`src/inc/seq_pkg.sv`:
```
// shared constants and types for the dual output startup sequencer
package seq_pkg;

  // ------------------------------------------------------------------
  // timing
  // ------------------------------------------------------------------
  localparam int unsigned CLK_MHZ          = 200;
  localparam int unsigned SLAVE_DELAY_US   = 400;
  localparam int unsigned SLAVE_DELAY_CYC  = SLAVE_DELAY_US * CLK_MHZ;
  localparam int unsigned SOFT_START_US    = 2100;
  localparam int unsigned SOFT_START_CYC   = SOFT_START_US * CLK_MHZ;
  localparam int unsigned REF_STEPS        = 256;
  localparam int unsigned STEP_CYC         = SOFT_START_CYC / REF_STEPS;
  localparam int unsigned OSC_DIV          = 16;
  localparam int unsigned CNT_W            = 20;
  localparam int unsigned REF_W            = 8;
  localparam logic [REF_W-1:0] REF_FULL    = 8'hff;
  localparam logic [REF_W-1:0] REF_ZERO    = 8'h00;

  // ------------------------------------------------------------------
  // strap codes
  // ------------------------------------------------------------------
  typedef enum logic [1:0] {
    ORDER_OUT1_FIRST = 2'b00,
    ORDER_FREE       = 2'b01,
    ORDER_OUT2_FIRST = 2'b11
  } order_t;

  // sequencer state along power-up
  typedef enum logic [1:0] {
    ST_LOCKOUT  = 2'b00,
    ST_SHUTDOWN = 2'b01,
    ST_CHARGE   = 2'b11,
    ST_RUN      = 2'b10
  } seq_state_t;

  // per-channel controls
  typedef struct packed {
    logic run;
    logic soft_start;
  } chan_ctl_t;

endpackage

```
`src/logic/sync2.sv`:
```
// two flip-flop synchroniser for a bus of levels
`timescale 1ns/1ps
module sync2 #(
  parameter int unsigned W = 1
) (
  // clock and reset
  input  wire logic         core_clk,
  input  wire logic         rstn,
  // levels
  input  wire logic [W-1:0] d,
  output logic      [W-1:0] q
);
  logic [W-1:0] meta;

  always_ff @(posedge core_clk or negedge rstn) begin
    if (!rstn) begin
      meta <= '0;
      q    <= '0;
    end else begin
      meta <= d;
      q    <= meta;
    end
  end
endmodule // sync2

```
`src/logic/soft_start_ramp.sv`:
```
// digital soft start reference ramp for one channel
`timescale 1ns/1ps
module soft_start_ramp
  import seq_pkg::*;
(
  // clock and reset
  input  wire logic             core_clk,
  input  wire logic             rstn,
  // control
  input  wire logic             run,
  input  wire logic [CNT_W-1:0] step_cyc,
  // reference
  output logic      [REF_W-1:0] ref_level,
  output logic                  ramp_done
);
  logic [CNT_W-1:0] tick;

  // ------------------------------------------------------------------
  // ramp from zero to full, then hold
  // ------------------------------------------------------------------
  always_ff @(posedge core_clk or negedge rstn) begin
    if (!rstn) begin
      tick      <= '0;
      ref_level <= REF_ZERO;
    end else if (!run) begin
      tick      <= '0;
      ref_level <= REF_ZERO;
    end else if (ref_level != REF_FULL) begin
      if (tick + 1'b1 >= step_cyc) begin
        tick      <= '0;
        ref_level <= ref_level + 1'b1;
      end else begin
        tick <= tick + 1'b1;
      end
    end
  end

  assign ramp_done = (ref_level == REF_FULL);
endmodule // soft_start_ramp

```
`src/logic/startup_sequencer.sv`:
```
// startup and enable sequencing for a two-channel regulator
`timescale 1ns/1ps
module startup_sequencer
  import seq_pkg::*;
#(
  parameter int unsigned SLAVE_DELAY = SLAVE_DELAY_CYC,
  parameter int unsigned STEP        = STEP_CYC
) (
  // clock and reset
  input  wire logic             core_clk,
  input  wire logic             rstn,
  // analog comparators
  input  wire logic             undervoltage_lockout,
  input  wire logic             bootstrap_supply_ready,
  input  wire logic             output1_enable_n,
  input  wire logic             output2_enable_n,
  input  wire logic             output1_in_regulation,
  input  wire logic             output2_in_regulation,
  // three-state strap: sensed high and sensed low
  input  wire logic             order_strap_high,
  input  wire logic             order_strap_low,
  // controls
  output logic                  bootstrap_regulator_on,
  output logic                  output1_switch_enable,
  output logic                  output2_switch_enable,
  output logic                  output1_phase,
  output logic                  output2_phase,
  output logic      [REF_W-1:0] output1_ref,
  output logic      [REF_W-1:0] output2_ref,
  output order_t                startup_order_select,
  output seq_state_t            seq_state
);
  logic [7:0] raw;
  logic [7:0] syn;
  logic       lockout, supply_ok, want1, want2, reg1, reg2, s_hi, s_lo;
  logic       strap_taken;
  seq_state_t next_state;
  chan_ctl_t  ch1, ch2;
  logic       slave_go;
  logic [CNT_W-1:0] dly;
  logic [3:0] osc;
  logic       osc_half;
  logic       r1_done, r2_done;
  logic       joint_start;

  // ------------------------------------------------------------------
  // synchronise pins
  // ------------------------------------------------------------------
  // lockout and enables pass inverted: a cleared flop reads as safe
  assign raw = {~undervoltage_lockout, bootstrap_supply_ready,
                ~output1_enable_n, ~output2_enable_n,
                output1_in_regulation, output2_in_regulation,
                order_strap_high, order_strap_low};

  sync2 #(.W(8)) u_sync (
    .core_clk (core_clk),
    .rstn     (rstn),
    .d        (raw),
    .q        (syn)
  );

  assign lockout   = ~syn[7];
  assign supply_ok = syn[6];
  assign want1     = syn[5];
  assign want2     = syn[4];
  assign reg1  = syn[3];
  assign reg2  = syn[2];
  assign s_hi  = syn[1];
  assign s_lo  = syn[0];

  // ------------------------------------------------------------------
  // strap capture
  // ------------------------------------------------------------------
  always_ff @(posedge core_clk or negedge rstn) begin
    if (!rstn) begin
      strap_taken          <= 1'b0;
      startup_order_select <= ORDER_FREE;
    end else if (lockout) begin
      strap_taken <= 1'b0;
    end else if (!strap_taken) begin
      strap_taken <= 1'b1;
      if (s_hi)
        startup_order_select <= ORDER_OUT2_FIRST;
      else if (s_lo)
        startup_order_select <= ORDER_OUT1_FIRST;
      else
        startup_order_select <= ORDER_FREE;
    end
  end

  // ------------------------------------------------------------------
  // power-up state
  // ------------------------------------------------------------------
  always_comb begin
    next_state = seq_state;
    case (seq_state)
      ST_LOCKOUT:  if (!lockout && strap_taken) next_state = ST_SHUTDOWN;
      ST_SHUTDOWN: if (want1 || want2) next_state = ST_CHARGE;
      ST_CHARGE: begin
        if (!(want1 || want2)) next_state = ST_SHUTDOWN;
        else if (supply_ok) next_state = ST_RUN;
      end
      ST_RUN: begin
        if (!(want1 || want2)) next_state = ST_SHUTDOWN;
        else if (!supply_ok) next_state = ST_CHARGE;
      end
      default: next_state = ST_LOCKOUT;
    endcase
    if (lockout) next_state = ST_LOCKOUT;
  end

  always_ff @(posedge core_clk or negedge rstn) begin
    if (!rstn) seq_state <= ST_LOCKOUT;
    else       seq_state <= next_state;
  end

  assign bootstrap_regulator_on = (seq_state == ST_CHARGE) ||
                                  (seq_state == ST_RUN);

  // ------------------------------------------------------------------
  // channel run decisions
  // ------------------------------------------------------------------
  always_comb begin
    ch1 = '0;
    ch2 = '0;
    if (seq_state == ST_RUN) begin
      case (startup_order_select)
        ORDER_OUT2_FIRST: begin
          ch2.run = want2;
          ch1.run = want2 && slave_go;
        end
        ORDER_OUT1_FIRST: begin
          ch1.run = want1;
          ch2.run = want1 && slave_go;
        end
        default: begin
          ch1.run = want1;
          ch2.run = want2;
        end
      endcase
    end
    ch1.soft_start = ch1.run && !r1_done;
    ch2.soft_start = ch2.run && !r2_done;
  end

  // ------------------------------------------------------------------
  // slave delay after master regulation
  // ------------------------------------------------------------------
  always_ff @(posedge core_clk or negedge rstn) begin
    if (!rstn) begin
      dly      <= '0;
      slave_go <= 1'b0;
    end else if (seq_state != ST_RUN ||
                 (startup_order_select == ORDER_OUT2_FIRST && !want2) ||
                 (startup_order_select == ORDER_OUT1_FIRST && !want1)) begin
      dly      <= '0;
      slave_go <= 1'b0;
    end else if (!slave_go &&
                 ((startup_order_select == ORDER_OUT2_FIRST && reg2) ||
                  (startup_order_select == ORDER_OUT1_FIRST && reg1))) begin
      if (dly + 1'b1 >= CNT_W'(SLAVE_DELAY)) slave_go <= 1'b1;
      else dly <= dly + 1'b1;
    end
  end

  // ------------------------------------------------------------------
  // soft start ramps, one per channel run; joint_start only feeds the ramp check
  // ------------------------------------------------------------------
  assign joint_start = (startup_order_select == ORDER_FREE) &&
                       ch1.run && ch2.run;

  soft_start_ramp u_ramp1 (
    .core_clk  (core_clk),
    .rstn      (rstn),
    .run       (ch1.run),
    .step_cyc  (CNT_W'(STEP)),
    .ref_level (output1_ref),
    .ramp_done (r1_done)
  );

  soft_start_ramp u_ramp2 (
    .core_clk  (core_clk),
    .rstn      (rstn),
    .run       (ch2.run),
    .step_cyc  (CNT_W'(STEP)),
    .ref_level (output2_ref),
    .ramp_done (r2_done)
  );

  // ------------------------------------------------------------------
  // shared oscillator, two phases
  // ------------------------------------------------------------------
  always_ff @(posedge core_clk or negedge rstn) begin
    if (!rstn) begin
      osc      <= 4'h0;
      osc_half <= 1'b0;
    end else if (seq_state == ST_LOCKOUT) begin
      osc      <= 4'h0;
      osc_half <= 1'b0;
    end else begin
      osc <= osc + 4'h1;
      if (osc == 4'(OSC_DIV - 1)) osc_half <= ~osc_half;
    end
  end

  // registered switch enables and phase strobes
  always_ff @(posedge core_clk or negedge rstn) begin
    if (!rstn) begin
      output1_switch_enable <= 1'b0;
      output2_switch_enable <= 1'b0;
      output1_phase         <= 1'b0;
      output2_phase         <= 1'b0;
    end else begin
      output1_switch_enable <= ch1.run && !lockout;
      output2_switch_enable <= ch2.run && !lockout;
      output1_phase <= ch1.run && !osc_half && (osc == 4'h0);
      output2_phase <= ch2.run && osc_half && (osc == 4'h0);
    end
  end
endmodule // startup_sequencer

```
`config.mk`:
```
export PLATFORM = sky130hd
export DESIGN_NAME = startup_sequencer
export DESIGN_NICKNAME = d
export VERILOG_FILES = /design/src/inc/seq_pkg.sv /design/src/logic/sync2.sv /design/src/logic/soft_start_ramp.sv /design/src/logic/startup_sequencer.sv
export SDC_FILE = /design/constraint.sdc
export NUM_CORES = 1
export LEC_CHECK = 0
export BUFFER_PORTS_ARGS = -buffer_cell sky130_fd_sc_hd__buf_4
export CORE_UTILIZATION = 60
export DETAILED_ROUTE_END_ITERATION = 8
export MAX_ROUTING_LAYER = met4
export PLACE_DENSITY = 0.8
export RECOVER_POWER = 25
export SYNTH_ARGS = -nofsm -noshare
export SYNTH_HDL_FRONTEND = slang
export SYNTH_HIERARCHICAL = 1
export SYNTH_SLANG_ARGS = --single-unit
```
`constraint.sdc`:
```
create_clock -name core_clk -period 9.9 [get_ports core_clk]
set_clock_uncertainty 0.2 [all_clocks]
set_input_delay 1.485 -clock core_clk [delete_from_list [all_inputs] [get_ports core_clk]]
set_output_delay 1.485 -clock core_clk [all_outputs]
set_load 0.02 [all_outputs]
```
### Word-level counts from Yosys, hierarchy flattened

Cells that the tools add are included.

* mux-type cells: 36
* add/sub/neg operators: 6
* bitwise operators: 5
* reductions and logical operators: 35
* equality and inequality tests: 17
* magnitude comparators: 3

Operators by type and width (number)
* two-way mux 20 bit: 9
* adder 20 x 1 -> 20 bit, second input constant: 3
* two-way mux 8 bit: 6
* >= comparator 20 x 11 -> 1 bit, second input constant: 2
* >= comparator 20 x 17 -> 1 bit, second input constant: 1
* adder 8 x 1 -> 8 bit, second input constant: 2
* two-way mux 2 bit: 8
* inequality test 8 bit, second input constant: 2
* logical AND 1 bit: 14
* inequality test 2 bit, second input constant: 6
* two-way mux 1 bit: 11
* AND reduction 2 bit: 5
* inequality test 4 bit, second input constant: 2
* one-hot mux 2 bit (4 select lines): 1
* equality test 2 bit, second input constant: 3
* inequality test 3 bit, second input constant: 2
* nonzero test 2 bit: 3
* logical OR 1 bit: 5
* inverter 1 bit: 5
* adder 4 x 1 -> 4 bit, second input constant: 1
* equality test 4 bit, second input constant: 1
* zero test 1 bit: 4
* zero test 2 bit: 2
* zero test 4 bit: 1
* 3 further kinds: 3

* register bits after elaboration: 107
* bits of input ports: 10
* output and inout bits: 25

### Depth between registers and ports, before layout

* depth after elaboration: 6
* depth in mapped cells: 15
* depth with buffers taken out: 12

### By module

The synthesis kept the hierarchy.

By module, submodules not included
* soft_start_ramp: cells an instance 267, area an instance 2230.9 sq um, instances 2, sequential area each 700.7 sq um
* startup_sequencer: cells an instance 238, area an instance 2200.9 sq um, instances 1, sequential area each 877.1 sq um
* sync2: cells an instance 16, area an instance 400.4 sq um, instances 1, sequential area each 400.4 sq um

### Worst setup path before layout

No wires, ideal clock.

* path kind: reg2reg
* from: reg u_ramp1.tick[0]
* to: reg u_ramp1.tick[0]
* arrival time: 3.241 ns
* buffers on the path: 0
* cell stages (with the launch flop): 12
* setup slack: 6.334 ns
* data required time: 9.575 ns
* clock period less this slack: 3.566 ns
* cells stage by stage: dfrtp_1 ha_1 nand4_1 nor4_1 nand4_1 xnor2_1 ha_1 nand4_1 or4_4 o211ai_4 nor2_1 mux2_2

* cells in the longest elaborated chain, start to end: 5

RTL lines
* from (decl): RTL line soft_start_ramp.sv:16 `logic [CNT_W-1:0] tick;`
* from (signal assigned): RTL line soft_start_ramp.sv:33 `tick <= tick + 1'b1;`
* adder 20 x 1 -> 20 bit *: RTL line soft_start_ramp.sv:29, soft_start_ramp.sv:33
* >= comparator 20 x 11 -> 1 bit: RTL line soft_start_ramp.sv:29 `if (tick + 1'b1 >= step_cyc) begin`
* two-way mux 20 bit *: RTL line soft_start_ramp.sv:29
* two-way mux 20 bit *: RTL line soft_start_ramp.sv:28 `end else if (ref_level != REF_FULL) begin`
* two-way mux 20 bit *: RTL line soft_start_ramp.sv:25 `end else if (!run) begin`

Every way passes the cells marked *; elsewhere a longest branch is shown, timed or not. The select of a mux whose other input is x is not followed.
A chain may end at the register's enable or synchronous reset.

### Worst setup path in the final report

Ends and elaborated chain as after synthesis.

==> summary.md <==
| Metric | Value |
|---|---|
| Max stage delay on crit path | `between 0.6 and 0.7 ns` |
| Buffers and inverters on the worst path | `0` |
| Vias in the first global route | `5803` |
| Reg2Reg Launch Point | `u_ramp1/tick[0]` |
| Die width | `110 um` |
| Vias per cell | `5.99` |
| Post-DRT Antenna Nets | `0` |
| Crit path launch type | `flip-flop` |
| Syn. warnings | `6` |
| CTS tree | `done` |
| Post-synthesis register bit count | `around 110` |
| Number of diodes | `0` |
| Critical path's most frequent cell | `nand4_1` |
| Cell Chain, Critical Path | `ha_1 -> nand4_1 -> nor4_1 -> nand4_1 -> xnor2_1 -> ha_1 -> nand4_1 -> or4_4 -> o211ai_4 -> nor2_1 -> mux2_2` |
| Clock Tree Root | `clkbuf_16` |
| Slew HR | `-15.4%` |
| First-pass GRT wire length | `26800 um` |
| Tmin final | `between 4 and 5 ns` |
| WL/cell | `15.5 um` |
| Iteration-0 DRC Markers | `370` |
| Setup Buffers After CTS | `0` |
| GP Congestion | `approximately 0.88` |
| Async SR Flop Fraction | `100%` |
| Share of layout cells above drive strength 1 | `between 10% and 20%` |
| Final setup vio count | `0` |
| Slew Limit Fails | `34` |
| Top layer reached by signal wires | `met4` |
| Critical path startpoint | `u_ramp1/tick[0]` |
| Chip height | `around 110 um` |
| Htree depth | `3` |
| Compound-Gate Fraction of Synth Area | `between 15 and 20%` |
| Post-route setup TNS | `0 ns` |
| Failing checks | `capacitance limit, slew limit` |
| Critical Path RT | `between 9 and 10 ns` |
| PwrDens | `112 nW/um^2` |
| Max-cap check violation count | `1` |
| Met2 wire length | `between 7000 and 8000 um` |
| Peak VDD IR | `0.137 mV` |
| Status | `finished, violations left` |
| DRC errors left | `0` |
| CP max stage cell | `o211ai_4` |
| Sequential share of the synthesized area | `roughly 38%` |
| Fillers | `between 800 and 900` |
| CP Depth | `11` |
| Vias | `5919` |
| Initial antenna violation count | `0` |
| Crit. End Element | `flip-flop` |
| Synth Flop Type | `dfrtp_1` |
| Simple-gate share of the synthesized area | `between 20% and 30%` |
| Starting density of the core | `between 60% and 70%` |
| CTS clk-pin slew, worst paths | `~0.080 ns` |
| Post-Synth Adder-Cell Area | `approximately 8.3%` |
| FF-to-FF setup slack | `5.34 ns` |
| TritonCTS sink count | `between 100 and 150` |
| CTS Buffer Depth | `2` |
| Die area | `~12000 um^2` |
| Routed WL | `15300 um` |
| Met1 wire length | `roughly 6500 um` |
| Arr. time, crit path | `~4.6 ns` |
| Final period util | `46.0%` |
| Post-CTS sizing | `0` |
| CP max FO | `27` |
| Overall power | `approximately 900 uW` |
| Syn Area/Cell | `8.96 um^2` |
| Worst-Margin Slew | `roughly 1.7 ns` |
| XOR/XNOR share of the synthesized area | `roughly 4.8%` |
| Post-Syn Instances | `between 700 and 800` |
| Total Nets Final | `around 900` |
| Reg2Reg Depth | `11` |
| Row cnt | `39` |
| Distinct cells, synth | `67` |
| Largest net degree at the start of global routing | `76` |
| Clk Latency, worst-skew pair | `roughly 0.35 ns` |
| Fmax achieved | `220 MHz` |
| Multiplexer share of the synthesized area | `roughly 2.7%` |
| Core area | `roughly 11000 um^2` |
| First-pass DRT Iterations | `5` |
| Largest family of logic cells by synthesized area | `simple AND/OR/NAND/NOR gates` |
| IO Count | `35` |
| CP Capture Point | `u_ramp1/tick[0]` |
| Wire length on met3 | `a little under 700 um` |
| # port buffers | `34` |
| Num CTS Buffers | `9` |
| Post-Syn Area | `between 7000 and 8000 um^2` |
| RSZ-0062 raised after global routing | `no` |
| Hpwl dp | `roughly 11000 um` |
| Critical R2R Capture | `u_ramp1/tick[0]` |
| Area grow syn2layout | `10.1%` |
| Worst path top cell family by delay | `simple AND/OR/NAND/NOR gates` |
| Hold Vio Cnt, Final | `0` |
| Pleak | `3.59 nW` |
| Hold Crit Class | `reg -> reg` |
| Grt total ovfl | `0` |
| Cts-stage hold buffer count | `0` |
| GRT Total Usage | `27.3%` |
| Hold Startpoint | `u_sync/meta[5]` |
| Critical path class | `reg -> reg` |
| Post-synth EDFFs | `0` |
==> routing by layer <==
| layer | global-route usage [%] | vias to the layer above |
|---|---|---|
| li1 | - | 2868 |
| met1 | 33.8 | 2862 |
| met2 | 45.3 | 160 |
| met3 | 4.72 | 29 |
| met4 | 9.42 | 0 |
| met5 | - | - |
==> stage by stage <==
stage	util, %	setup WS, ns	hold WS, ns	area [um^2]	std cells
after floorplan	-	6.33	0.131	7210	826
final	67.8	5.34	0.153	7780	988
after global routing	67.8	5.00	0.165	7780	988
after global placement	65.4	5.59	0.132	7500	972
after CTS	67.9	5.38	0.153	7780	988
after detailed placement	65.4	5.39	0.136	7500	972
==> worst register-to-register path: cells and delay by family, from the launching register on <==
family	cells	cell delay [ns]
compound gates	1	0.61
xor+xnor	1	0.17
fa+ha+maj	2	0.60
flops	1	0.45
mux	1	0.34
simple gates	6	2.09
==> how the worst min path moves through the flow <==
stage	to	depth (start not counted)
after floorplan	u_sync/q[0]	0
after global placement	u_sync/q[0]	0
after detailed placement	u_sync/q[5]	0
after CTS	u_sync/q[5]	0
after global routing	u_sync/q[5]	0
final	u_sync/q[5]	0
==> cells by family after synthesis <==
family	Yosys count
other	2
AO/OA/AOI/OAI	152
buffers and inverters	89
flip-flops	107
adder cells (fa/ha/maj)	47
XOR/XNOR	39
AND/OR/NAND/NOR	333
multiplexers	19
==> sequential cells by signal, indices dropped and copies added (netlist names), 2 cells and up <==
name	flops
u_sync/meta	8
osc	4
u_ramp2/ref_level	8
u_ramp2/tick	20
u_ramp1/ref_level	8
seq_state	2
u_sync/q	8
dly	20
startup_order_select	2
u_ramp1/tick	20
==> report_power, final <==
group | switching, mW | total (mW) | internal (mW)
sequential | 0.00837 | 0.454 | 0.445
clock | 0.173 | 0.350 | 0.177
combinational | 0.0464 | 0.0706 | 0.0242
==> synthesized netlist by cell type (17+ instances only) <==
cell type	number	area share [%]
a21oi_1	32	2.3
clkbuf_1	17	0.90
dfrtp_1	106	38
ha_1	47	8.3
inv_1	52	2.8
nand2_1	107	5.7
nand3_1	35	2.5
nand4_1	19	1.7
nor2_1	50	2.7
nor4_1	21	1.9
o21ai_0	45	3.2
xnor2_1	21	2.6
xor2_1	18	2.2
==> placed cells by master, fill, tap and decap left out, types with 11 or more instances in the layout <==
master and n:
mux2i_1 16, nor4_1 19, dfrtp_1 106, xnor2_1 21
nand4_1 19, nor3_1 15, o31ai_1 11, a22o_1 14
o21ai_0 45, nand3_1 35, nand2b_1 16, nand2_1 107
conb_1 40, xor2_1 18, ha_1 47, a21oi_1 32
inv_1 52, buf_4 31, nor2_1 50
==> cell type report <==
| class | count | area [um^2] | area share (%) |
|---|---|---|---|
| Clock buffer | 10 | 229 | 2.94 |
| Clock inverter | 6 | 56.3 | 0.724 |
| Inverter | 52 | 195 | 2.51 |
| Multi-Input combinational cell | 630 | 4140 | 53.3 |
| Sequential cell | 107 | 2680 | 34.4 |
| Tap cell | 143 | 179 | 2.30 |
| Timing Repair Buffer | 40 | 297 | 3.81 |
No activity file was read; power rests on OpenSTA's default activity.
